$ cat src/include/fault_sup_pkg.sv
// Constants shared by the LED driver fault supervisor.
// Assumes a single 25 MHz core clock.
package fault_sup_pkg;
	localparam int CLK_HZ                = 25000000;
	localparam int EN_LOW_CYCLES         = 32750;
	localparam int GRACE_CYCLES          = 10000;
	localparam int SYNC_LOW_TIME_NS      = 7000;
	localparam int SYNC_LOW_CYCLES       = (SYNC_LOW_TIME_NS * (CLK_HZ / 1000000) + 999) / 1000;
	localparam int UV_FALL_TIME_NS       = 50000;
	localparam int UV_FALL_CYCLES        = (UV_FALL_TIME_NS * (CLK_HZ / 1000000) + 999) / 1000;
	localparam int SHUT_2X_TIME_NS       = 3000;
	localparam int SHUT_2X_CYCLES        = (SHUT_2X_TIME_NS * (CLK_HZ / 1000000)) / 1000;
	localparam int STARTUP_BLANK_CYCLES  = 64;
	localparam int CNT_W                 = 16;
	localparam int FILT_W                = 12;
endpackage : fault_sup_pkg

$ cat src/low_timer.sv
// Saturating low-level timer: flags once its input has been low for LIMIT cycles.
// Input must already be synchronised to core_clk.
`timescale 1ns/1ps
module low_timer #(
	parameter int W     = 16,
	parameter int LIMIT = 100
) (
	input  wire logic core_clk,
	input  wire logic rst_n,
	input  wire logic level_low,
	output logic      expired
);
	logic [W-1:0] cnt_r;

	initial begin
		if (LIMIT < 1 || LIMIT >= (1 << W))
			$error("low_timer LIMIT does not fit W");
	end

	always_ff @(posedge core_clk) begin
		if (!rst_n)
			cnt_r <= '0;
		else if (!level_low)
			cnt_r <= '0;
		else if (cnt_r != W'(LIMIT))
			cnt_r <= cnt_r + W'(1);
	end

	always_ff @(posedge core_clk) begin
		if (!rst_n)
			expired <= 1'b0;
		else
			expired <= level_low && (cnt_r >= W'(LIMIT - 1));
	end
endmodule : low_timer

$ cat src/led_driver_fault_supervisor.sv
// Fault supervisor for a boost LED driver: current limits, input disconnect, overvoltage, undervoltage, shutdown.
// Analog comparators arrive asynchronous; all are double-registered before use.
//
// Summary of operation
// - Cycle limit blanks boost until next switching cycle
// - Secondary switch limit latches everything off
// - Long enable low releases latched faults
// - 1X input current flags fault, timer runs
// - 1X clears before timeout: flag released
// - Boost, sinks keep running during grace
// - Sync low beyond 7us forces shutdown
// - 2X input current latches shutdown quickly
// - Enable once supply and sense above rise
// - Supply below fall for 50us disables
// - Enable low 32750 cycles: shutdown, clear
// - Enable-low shutdown keeps sources off until enable high
// - Switch node overvoltage latches off
// - Startup blanking suppresses some detections
// - Undervoltage turns all off, clears latches
`timescale 1ns/1ps
module led_driver_fault_supervisor #(
	parameter int EN_LOW_CYCLES = fault_sup_pkg::EN_LOW_CYCLES,
	parameter int GRACE_CYCLES  = fault_sup_pkg::GRACE_CYCLES
) (
	input  wire logic core_clk,
	input  wire logic rst_n,
	input  wire logic switch_cycle_tick,
	input  wire logic dim_enable_pin,
	input  wire logic freq_set_sync_pin,
	input  wire logic switch_cycle_current_limit,
	input  wire logic secondary_switch_limit,
	input  wire logic input_over_1x,
	input  wire logic input_over_2x,
	input  wire logic secondary_overvoltage_threshold,
	input  wire logic supply_above_rise,
	input  wire logic sense_above_rise,
	input  wire logic supply_below_fall,
	output logic      boost_enable,
	output logic      disconnect_on,
	output logic      disconnect_limit_mode,
	output logic      sinks_enable,
	output logic      fault_n,
	output logic      low_power
);
	localparam int CW = fault_sup_pkg::CNT_W;

	typedef enum logic [1:0] {
		ST_OFF     = 2'b00,
		ST_STARTUP = 2'b01,
		ST_RUN     = 2'b11,
		ST_LATCHED = 2'b10
	} sup_state_type;

	initial begin
		if (EN_LOW_CYCLES < 2 || EN_LOW_CYCLES >= (1 << CW) || GRACE_CYCLES < 2 || GRACE_CYCLES >= (1 << CW))
			$error("count parameters out of range");
	end

	// Two-flop synchronisers for every asynchronous input
	localparam int NS = 10;
	logic [NS-1:0] raw;
	logic [NS-1:0] s1_r;
	logic [NS-1:0] s2_r;
	assign raw = {dim_enable_pin, freq_set_sync_pin, switch_cycle_current_limit, secondary_switch_limit,
		input_over_1x, input_over_2x, secondary_overvoltage_threshold, supply_above_rise,
		sense_above_rise, supply_below_fall};

	always_ff @(posedge core_clk) begin
		if (!rst_n) begin
			s1_r <= '0;
			s2_r <= '0;
		end else begin
			s1_r <= raw;
			s2_r <= s1_r;
		end
	end

	logic en_s, sync_s, cyc_lim_s, sec_lim_s, over1_s, over2_s, ovp_s, vin_ok_s, sense_ok_s, vin_low_s;
	assign {en_s, sync_s, cyc_lim_s, sec_lim_s, over1_s, over2_s, ovp_s, vin_ok_s, sense_ok_s, vin_low_s} = s2_r;

	logic en_low_done, sync_low_done, uv_done;

	low_timer #(.W(CW), .LIMIT(EN_LOW_CYCLES)) u_en_timer (
		.core_clk  (core_clk),
		.rst_n     (rst_n),
		.level_low (!en_s),
		.expired   (en_low_done)
	);
	low_timer #(.W(CW), .LIMIT(fault_sup_pkg::SYNC_LOW_CYCLES)) u_sync_timer (
		.core_clk  (core_clk),
		.rst_n     (rst_n),
		.level_low (!sync_s),
		.expired   (sync_low_done)
	);
	low_timer #(.W(fault_sup_pkg::FILT_W), .LIMIT(fault_sup_pkg::UV_FALL_CYCLES)) u_uv_timer (
		.core_clk  (core_clk),
		.rst_n     (rst_n),
		.level_low (vin_low_s),
		.expired   (uv_done)
	);

	sup_state_type state_r;
	logic          uv_lock_r;
	logic [CW-1:0] grace_r;
	logic [CW-1:0] blank_r;
	logic          cyc_off_r;

	// Undervoltage lockout: filtered fall locks, rise thresholds release
	always_ff @(posedge core_clk) begin
		if (!rst_n)
			uv_lock_r <= 1'b1;
		else if (uv_done)
			uv_lock_r <= 1'b1;
		else if (vin_ok_s && sense_ok_s)
			uv_lock_r <= 1'b0;
	end

	logic blanking;
	logic grace_expired;
	logic hard_fault;
	assign blanking      = (state_r == ST_STARTUP);
	assign grace_expired = (grace_r == CW'(GRACE_CYCLES));
	// Secondary overvoltage is suppressed while the boost is still starting up
	assign hard_fault    = sec_lim_s || over2_s || (ovp_s && !blanking) || grace_expired;

	always_ff @(posedge core_clk) begin
		if (!rst_n)
			state_r <= ST_OFF;
		else if (uv_lock_r)
			state_r <= ST_OFF;
		else if (en_low_done)
			state_r <= ST_OFF;
		else begin
			unique case (state_r)
				ST_OFF:     if (en_s) state_r <= ST_STARTUP;
				ST_STARTUP: if (hard_fault) state_r <= ST_LATCHED;
				            else if (blank_r == CW'(fault_sup_pkg::STARTUP_BLANK_CYCLES)) state_r <= ST_RUN;
				ST_RUN:     if (hard_fault) state_r <= ST_LATCHED;
				ST_LATCHED: state_r <= ST_LATCHED;
			endcase
		end
	end

	always_ff @(posedge core_clk) begin
		if (!rst_n || state_r != ST_STARTUP)
			blank_r <= '0;
		else if (blank_r != CW'(fault_sup_pkg::STARTUP_BLANK_CYCLES))
			blank_r <= blank_r + CW'(1);
	end

	// Grace timer counts switching cycles while 1X overcurrent persists
	always_ff @(posedge core_clk) begin
		if (!rst_n || !over1_s || state_r == ST_OFF)
			grace_r <= '0;
		else if (switch_cycle_tick && !grace_expired)
			grace_r <= grace_r + CW'(1);
	end

	// Cycle limit blanks the boost until the next switching cycle starts
	// A trip in the cycle of a tick wins, so the boost never restarts into a live trip
	always_ff @(posedge core_clk) begin
		if (!rst_n)
			cyc_off_r <= 1'b0;
		else if (cyc_lim_s)
			cyc_off_r <= 1'b1;
		else if (switch_cycle_tick)
			cyc_off_r <= 1'b0;
	end

	logic active;
	// Outputs drop in the same cycle that a shutdown sends the state to off
	assign active = (state_r == ST_STARTUP || state_r == ST_RUN) && !sync_low_done && !hard_fault
		&& !en_low_done && !uv_lock_r;

	always_ff @(posedge core_clk) begin
		if (!rst_n) begin
			boost_enable          <= 1'b0;
			disconnect_on         <= 1'b0;
			disconnect_limit_mode <= 1'b0;
			sinks_enable          <= 1'b0;
			fault_n               <= 1'b1;
			low_power             <= 1'b1;
		end else begin
			boost_enable          <= active && !cyc_off_r && !cyc_lim_s;
			disconnect_on         <= active;
			disconnect_limit_mode <= active && over1_s;
			sinks_enable          <= active;
			// Flag is pulled low on a fault; 1X alone releases it when it clears
			fault_n               <= !(state_r == ST_LATCHED || hard_fault || (over1_s && state_r != ST_OFF));
			low_power             <= (state_r == ST_OFF);
		end
	end

	property p_latch_off;
		@(posedge core_clk) disable iff (!rst_n)
		(state_r == ST_RUN && sec_lim_s && !uv_lock_r && !en_low_done) |=> ##1 (!disconnect_on && !sinks_enable && !fault_n);
	endproperty
	a_latch_off: assert property (p_latch_off) else $error("secondary limit did not latch off");

	property p_2x_fast;
		@(posedge core_clk) disable iff (!rst_n)
		$rose(s2_r[4]) |-> ##[1:2] !boost_enable && !disconnect_on;
	endproperty
	a_2x_fast: assert property (p_2x_fast) else $error("2X shutdown too slow");

	property p_1x_flag;
		@(posedge core_clk) disable iff (!rst_n)
		(over1_s && state_r != ST_OFF) |=> !fault_n;
	endproperty
	a_1x_flag: assert property (p_1x_flag) else $error("1X did not raise fault flag");

	property p_grace_latch;
		@(posedge core_clk) disable iff (!rst_n)
		(grace_expired && state_r == ST_RUN && !uv_lock_r && !en_low_done) |=> state_r == ST_LATCHED;
	endproperty
	a_grace_latch: assert property (p_grace_latch) else $error("grace expiry did not latch");

	property p_sync_off;
		@(posedge core_clk) disable iff (!rst_n)
		sync_low_done |=> !disconnect_on && !sinks_enable && !boost_enable;
	endproperty
	a_sync_off: assert property (p_sync_off) else $error("sync shutdown ignored");

	property p_uv_clear;
		@(posedge core_clk) disable iff (!rst_n)
		uv_done |=> ##1 state_r == ST_OFF;
	endproperty
	a_uv_clear: assert property (p_uv_clear) else $error("undervoltage did not clear");

	property p_en_clear;
		@(posedge core_clk) disable iff (!rst_n)
		en_low_done |=> state_r == ST_OFF && !sinks_enable;
	endproperty
	a_en_clear: assert property (p_en_clear) else $error("enable low did not shut down");

	property p_cycle_limit;
		@(posedge core_clk) disable iff (!rst_n)
		(cyc_lim_s && !switch_cycle_tick && state_r == ST_RUN && !over1_s && !hard_fault) |=> ##1 !boost_enable && fault_n;
	endproperty
	a_cycle_limit: assert property (p_cycle_limit) else $error("cycle limit misbehaved");

	c_latched: cover property (@(posedge core_clk) disable iff (!rst_n) state_r == ST_LATCHED);
	c_grace:   cover property (@(posedge core_clk) disable iff (!rst_n) over1_s ##1 !over1_s && state_r == ST_RUN);
	c_release: cover property (@(posedge core_clk) disable iff (!rst_n) state_r == ST_LATCHED ##1 state_r == ST_OFF);
endmodule : led_driver_fault_supervisor

$ cat config.mk
export PLATFORM = sky130hd
export DESIGN_NAME = led_driver_fault_supervisor
export DESIGN_NICKNAME = d
export VERILOG_FILES = /design/src/include/fault_sup_pkg.sv /design/src/low_timer.sv /design/src/led_driver_fault_supervisor.sv
export SDC_FILE = /design/constraint.sdc
export NUM_CORES = 1
export LEC_CHECK = 0
export ABC_AREA = 1
export BUFFER_PORTS_ARGS = -buffer_cell sky130_fd_sc_hd__buf_4
export CORE_ASPECT_RATIO = 1.2
export CORE_UTILIZATION = 45
export DETAILED_ROUTE_END_ITERATION = 12
export GPL_TIMING_DRIVEN = 0
export PLACE_DENSITY = 0.66
export SETUP_SLACK_MARGIN = 0.02
export SLEW_MARGIN = 20
export SYNTH_ARGS = -nofsm -noshare
export SYNTH_HDL_FRONTEND = slang
export SYNTH_SLANG_ARGS = --single-unit
$ cat constraint.sdc
create_clock -name core_clk -period 1.4 [get_ports core_clk]
set_input_delay 0.07 -clock core_clk [delete_from_list [all_inputs] [get_ports core_clk]]
set_output_delay 0.07 -clock core_clk [all_outputs]
set_load 0.02 [all_outputs]
==> flow_metrics.env, run 1 <==
export IMPL_grt_pass1_wl_mm=18.2
export IMPL_dp_hpwl_mm=7.27
export IMPL_cts_buffers=9
export IMPL_overflow=0
export IMPL_endpoint_kind="flop"
export IMPL_rsz0062_at_grt="true"
export IMPL_nets=822
export IMPL_criticalPathCategory="reg -> reg"
export IMPL_power_leakage_nw=2.55
export IMPL_setup_tns_final_ps=0
export IMPL_netlist_instances=732
export IMPL_layout_drive_gt1_share_pct=23.9
export IMPL_setup_viol_count_final=0
export IMPL_regToRegEndpoint="grace_r[8]"
export IMPL_mostFrequentLayoutCell="nand2_1"
export IMPL_ys_flop_type="dfxtp_1"
export IMPL_dieArea_sq_um=11900
export IMPL_die_h_um=119
export IMPL_hold_path_depth=2
export IMPL_hp_class="in -> reg"
export IMPL_antenna_found_initial=0
export IMPL_slew_viol_final=0
export IMPL_avgViaCountPerCell=4.91
export IMPL_crit_fanout=6
export IMPL_drt_iter0_drc=165
export IMPL_fp_dieW_um=99.7
export IMPL_drtPass1Iterations=5
export IMPL_tightest_slew_ps=465
export IMPL_diodes=0
export IMPL_grt_pass1_vias=4276
export IMPL_timing_hold_ws_ps=32.8
export IMPL_clock_latency_ps=360
export IMPL_p_total_mw=6.41
export IMPL_netlist_area_sq_um=5150
export IMPL_ys_seq_area_share_pct=42.0
export IMPL_max_slew_margin_pct=69.0
export IMPL_synth_edf_count=0
export IMPL_io_pins=19
export IMPL_preCtsSetupSlack_ps=-203
export IMPL_ff2ff_path_depth=10
export IMPL_fin_crit_ps=1400
export IMPL_crit_path_top_delay_cell="dfxtp_2"
export IMPL_worst_r2r_setup_slack_ps=0.08
export IMPL_io_buffers=17
export IMPL_synthArstFlopShare_pct=0
export IMPL_synth_distinct_cells=37
export IMPL_fin_crit_sh_pct=100
export IMPL_post_route_cell_area_sq_um=6540
export IMPL_cp_startpoint="grace_r[1]"
export IMPL_yosysWarnings=0
export IMPL_setup_slack_ps=0.0828
export IMPL_worstHoldStart="rst_n"
export IMPL_totalWireLength_mm=11.1
export IMPL_worstPathRequired_ps=1690
export IMPL_drc=0
export IMPL_min_to="fault_n"
export IMPL_layout_common_cells="153 x nand2_1, 107 x inv_1, 83 x dfxtp_1"
export IMPL_ys_ff_latch=108
export IMPL_coreArea_sq_um=11100
export IMPL_via_count=4685
export IMPL_cts_root_buf="clkbuf_16"
export IMPL_clock_path_buffers=2
export IMPL_wl_per_cell_um=11.6
export IMPL_stdcell_count=954
export IMPL_gp_routability_congestion=0.882
export IMPL_status="finished clean"
export IMPL_fmax_mhz=714
export IMPL_area_growth_synth_to_final_pct=26.9
export IMPL_p_per_area_nw_per_um2=981
export IMPL_clock_sinks=108
export IMPL_cts_tree="yes"
export IMPL_start_kind="flop"
export IMPL_syn_avg_cell_area_sq_um=7.04
export IMPL_row_count=42
export IMPL_syn_nets=759
export IMPL_cpPeakStageDelay_ps=370
export IMPL_clk_pin_slew_ps=80
export IMPL_initial_core_util_pct=46.4
export IMPL_fin_skew_ps=11.9
export IMPL_cpLargestDelayFamily="simple AND/OR/NAND/NOR gates"
export IMPL_r2r_start="grace_r[1]"
export IMPL_dpl_cell_count=903
export IMPL_crit_buf_inv=3
export IMPL_grt_max_degree=20
export IMPL_gr_usage_all_layers_pct=18.9
export IMPL_fillers=981
export IMPL_crit_arrival_ps=1690
export IMPL_utilization_pct=58.9
export IMPL_ir_drop_uv=726
export IMPL_ant_nets=0
export IMPL_htreeDepth=3
export IMPL_path_cells="inv_2, ha_4, inv_2, nor2_2, nand2_1, nor2_2, nor2_4, buf_6, nand2_1, a21oi_2"
export IMPL_cap_violations=0
export IMPL_hold_viol=0
export IMPL_placed_area_sq_um=5480
-- power breakdown --
group	internal [mW]	leakage (nW)	total (mW)	switching [mW]
logic	0.127	1.49	0.263	0.136
clock network	1.78	0.171	3.00	1.22
registers	3.11	0.890	3.15	0.0415
-- cell usage after synthesis, types with 3 or more instances --
master	count	area [sq um]
a31oi_1	4	25.0
nand4_1	19	119
ha_1	14	175
nand2_1	175	657
nand3_1	38	190
xor2_1	9	78.8
nor2_1	81	304
dfxtp_1	108	2160
nor3_2	3	30.0
nor3_1	12	60.1
a21oi_1	57	285
inv_1	116	435
o21ai_0	40	200
nand2_2	4	25.0
a21oi_2	8	70.1
buf_4	3	22.5
xnor2_1	3	26.3
inv_2	3	11.3
nor2_4	4	45.0
nand3b_1	5	37.5
nor2_2	6	37.5
-- layer usage --
layer	global-route usage (%)	wire length (um)	part of all wire, %
met3	2.46	318	2.9
met5	0	0	0
met2	34.2	5710	52
met4	8.27	243	2.2
met1	22.1	4790	43
-- layout make-up --
| cell class | count | area [sq um] | area share (%) |
|---|---|---|---|
| Clock inverter | 7 | 134 | 2.05 |
| Timing Repair Buffer | 52 | 443 | 6.78 |
| Clock buffer | 9 | 225 | 3.45 |
| Tap cell | 154 | 193 | 2.95 |
| Sequential cell | 108 | 2210 | 33.9 |
| Inverter | 120 | 454 | 6.95 |
| Buffer | 9 | 71.3 | 1.09 |
| Multi-Input combinational cell | 495 | 2800 | 42.9 |
-- registers in the layout, indices dropped and copies added, names as in the netlist, 2 cells and up --
signal              cells
grace_r                16
state_r                 2
blank_r                16
s1_r                   10
u_sync_timer.cnt_r     16
u_en_timer.cnt_r       16
s2_r                   10
u_uv_timer.cnt_r       12
-- worst register-to-register path, delay by kind of cell, from the launching register on --
kind | cells | cell delay (ps)
AND/OR/NAND/NOR | 5 | 420
buffers and inverters | 3 | 270
AO/OA/AOI/OAI | 1 | 120
flip-flops | 1 | 370
adder cells (fa/ha/maj) | 1 | 160
-- what timing repair did --
| item | in CTS | in global routing |
|---|---|---|
| buffers inserted | 9 | 15 |
| resized for setup | 49 | 91 |
| endpoints found under the setup margin | 42 | 56 |
| cloned | 1 | 0 |
| pin swaps | 14 | 39 |
| hold buffers | 10 | 0 |
| endpoints found under the hold margin | 10 | 0 |
-- worst max path at each step --
stage | to | slack (ps) | depth (start not counted)
3_5_place_dp | grace_r[11] | -200 | 10
5_1_grt | grace_r[8] | -90 | 10
6_report | grace_r[8] | 0.08 | 10
2_1_floorplan | grace_r[11] | 30 | 10
4_1_cts | grace_r[15] | 9 | 7
3_3_place_gp | grace_r[4] | -150 | 10
-- kinds of logic after synthesis --
kind of cell / synth area share [%]
simple gates: 30.5
buf+inv: 10.0
compound gates: 12.0
flops: 42.0
fa+ha+maj: 3.40
xor+xnor: 2.04
Note: power is estimated with default switching activity, not from simulation.
==> run 2: changes to the inputs <==
--- a/config.mk
+++ b/config.mk
@@ -8,10 +8,10 @@
 export ABC_AREA = 1
 export BUFFER_PORTS_ARGS = -buffer_cell sky130_fd_sc_hd__buf_4
 export CORE_ASPECT_RATIO = 1.2
-export CORE_UTILIZATION = 45
+export CORE_UTILIZATION = 55
 export DETAILED_ROUTE_END_ITERATION = 12
 export GPL_TIMING_DRIVEN = 0
-export PLACE_DENSITY = 0.66
+export PLACE_DENSITY = 0.78
 export SETUP_SLACK_MARGIN = 0.02
 export SLEW_MARGIN = 20
 export SYNTH_ARGS = -nofsm -noshare
==> flow_metrics.env, run 2 (synthesized netlist as in run 1, its figures left out) <==
export IMPL_p_per_area_nw_per_um2=875
export IMPL_setup_viol_count_final=6
export IMPL_grt_pass1_wl_mm=18.4
export IMPL_critPathCapture="grace_r[6]"
export IMPL_cpLargestDelayFamily="simple AND/OR/NAND/NOR gates"
export IMPL_grt_pass1_vias=4466
export IMPL_row_count=38
export IMPL_fin_skew_ps=13.3
export IMPL_crit_fanout=4
export IMPL_pwr_share_comb_pct=4.9
export IMPL_path_cells="inv_4, ha_4, nand4_1, nor2_1, nand2_2, nand2_4, buf_12, buf_6, nand2_2, a21oi_1"
export IMPL_dieArea_sq_um=9760
export IMPL_post_route_cell_area_sq_um=6370
export IMPL_netSwitchingPower_mw=1.29
export IMPL_setup_tns_final_ps=-73.6
export IMPL_worst_r2r_setup_slack_ps=-20
export IMPL_hold_viol=0
export IMPL_antenna_found_initial=0
export IMPL_crit_arrival_ps=1740
export IMPL_tightest_slew_ps=448
export IMPL_setup_slack_ps=-24.9
export IMPL_endpoint_kind="flop"
export IMPL_ant_nets=0
export IMPL_layout_drive_gt1_share_pct=24.0
export IMPL_layout_common_cells="151 x nand2_1, 109 x inv_1, 81 x dfxtp_1"
export IMPL_cts_tree="yes"
export IMPL_seqPwrFrac_pct=56.5
export IMPL_start_kind="flop"
export IMPL_cap_violations=0
export IMPL_p_total_mw=5.57
export IMPL_r2r_start="grace_r[0]"
export IMPL_diodes=0
export IMPL_rsz0062_at_grt="true"
export IMPL_grt_max_degree=20
export IMPL_clock_path_buffers=2
export IMPL_ff2ff_path_depth=10
export IMPL_drc=0
export IMPL_cpPeakStageDelay_ps=380
export IMPL_gr_usage_all_layers_pct=23.2
export IMPL_max_slew_margin_pct=70.1
export IMPL_utilization_pct=70.1
export IMPL_die_h_um=108
export IMPL_switching_share_pct=23.2
export IMPL_clock_sinks=108
export IMPL_dp_hpwl_mm=7.35
export IMPL_ir_drop_uv=687
export IMPL_wl_per_cell_um=12.2
export IMPL_criticalPathCategory="reg -> reg"
export IMPL_hp_class="in -> reg"
export IMPL_drtPass1Iterations=5
export IMPL_cts_root_buf="clkbuf_8"
export IMPL_io_pins=19
export IMPL_gp_routability_congestion=0.891
export IMPL_slew_viol_final=0
export IMPL_top_layer="met4"
export IMPL_clock_latency_ps=380
export IMPL_initial_core_util_pct=56.7
export IMPL_crit_path_top_delay_cell="dfxtp_4"
export IMPL_met2_length_mm=5.74
export IMPL_regToRegEndpoint="grace_r[6]"
export IMPL_drt_met1_wl_mm=4.81
export IMPL_cp_startpoint="grace_r[0]"
export IMPL_fin_crit_sh_pct=102
export IMPL_nets=825
export IMPL_io_buffers=17
export IMPL_cts_buffers=9
export IMPL_worstPathRequired_ps=1710
export IMPL_power_leakage_nw=2.50
export IMPL_clkPwrFrac_pct=38.7
export IMPL_coreArea_sq_um=9080
export IMPL_placed_area_sq_um=5440
export IMPL_fin_crit_ps=1420
export IMPL_mostFrequentLayoutCell="nand2_1"
export IMPL_overflow=0
export IMPL_avgViaCountPerCell=5.20
export IMPL_dr_wl_met3_um=434
export IMPL_via_count=4804
export IMPL_totalWireLength_mm=11.3
export IMPL_clk_pin_slew_ps=110
export IMPL_drt_iter0_drc=246
export IMPL_crit_top_cell="nand2_2"
export IMPL_fp_dieW_um=90.3
export IMPL_cp_depth=10
export IMPL_crit_buf_inv=3
export IMPL_area_growth_synth_to_final_pct=23.7
export IMPL_htreeDepth=3
export IMPL_status="finished with violations"
export IMPL_violations="negative setup slack"
export IMPL_intPower_mw=4.28
export IMPL_fmax_mhz=702
run 2: cell count changes in the layout (fill, tap and decap cells not counted), moves of 3 or more:
cell / before / now
o21ai_0: 29 / 26
o21ai_1: 9 / 13
nand2_2: 22 / 26
clkbuf_16: 9 / 0
nor2_2: 12 / 15
clkbuf_8: 0 / 9
run 2: per-layer routing:
| metal | vias to the layer above | GRT usage [%] |
|---|---|---|
| met5 | - | 0 |
| met4 | 0 | 10.9 |
| met3 | 25 | 4.01 |
| met2 | 116 | 43.0 |
| met1 | 2207 | 26.0 |
| li1 | 2456 | - |
run 2: how the worst min path moves through the flow:
| stage | to | from | cells past startpoint |
|---|---|---|---|
| after CTS | low_power | rst_n | 2 |
| final | low_power | rst_n | 2 |
| after global placement | s1_r[9] | dim_enable_pin | 3 |
| after floorplan | s1_r[0] | supply_below_fall | 2 |
| after global routing | low_power | rst_n | 2 |
| after detailed placement | s1_r[1] | sense_above_rise | 3 |
run 2: cell type report:
class	count	area, sq um
buffer	9	75.1
clock buffer	9	124
clock inverter	7	105
fill	706	2710
inverter	120	454
multi-input combinational	495	2760
sequential	108	2220
tap	120	150
timing repair buffer	55	484
run 2: power groups by stage:
stage          Clock, mW  Sequential [mW]  Combinational (mW)
5_1_grt             2.32             3.15               0.306
3_3_place_gp           0             3.21               0.185
6_report            2.15             3.15               0.273
2_1_floorplan          0             3.21               0.129
4_1_cts             2.20             3.14               0.259
3_5_place_dp           0             3.22               0.194
run 2: per-stage QoR:
stage	setup WS, ps	instances	hold WS, ps
2_1_floorplan	33.3	732	168
3_3_place_gp	-163	869	250
3_5_place_dp	-200	869	258
4_1_cts	1.33	912	38.0
5_1_grt	-115	923	56.5
6_report	-24.9	923	38.5
run 2: repair_timing:
item                                    in CTS  in global routing
hold buffers                                11                  0
pin swaps                                   10                 31
gates cloned                                 2                  0
endpoints found under the hold margin       12                  0
endpoints found under the setup margin      45                 63
resized for setup                           50                 92
buffers inserted                            14                 12
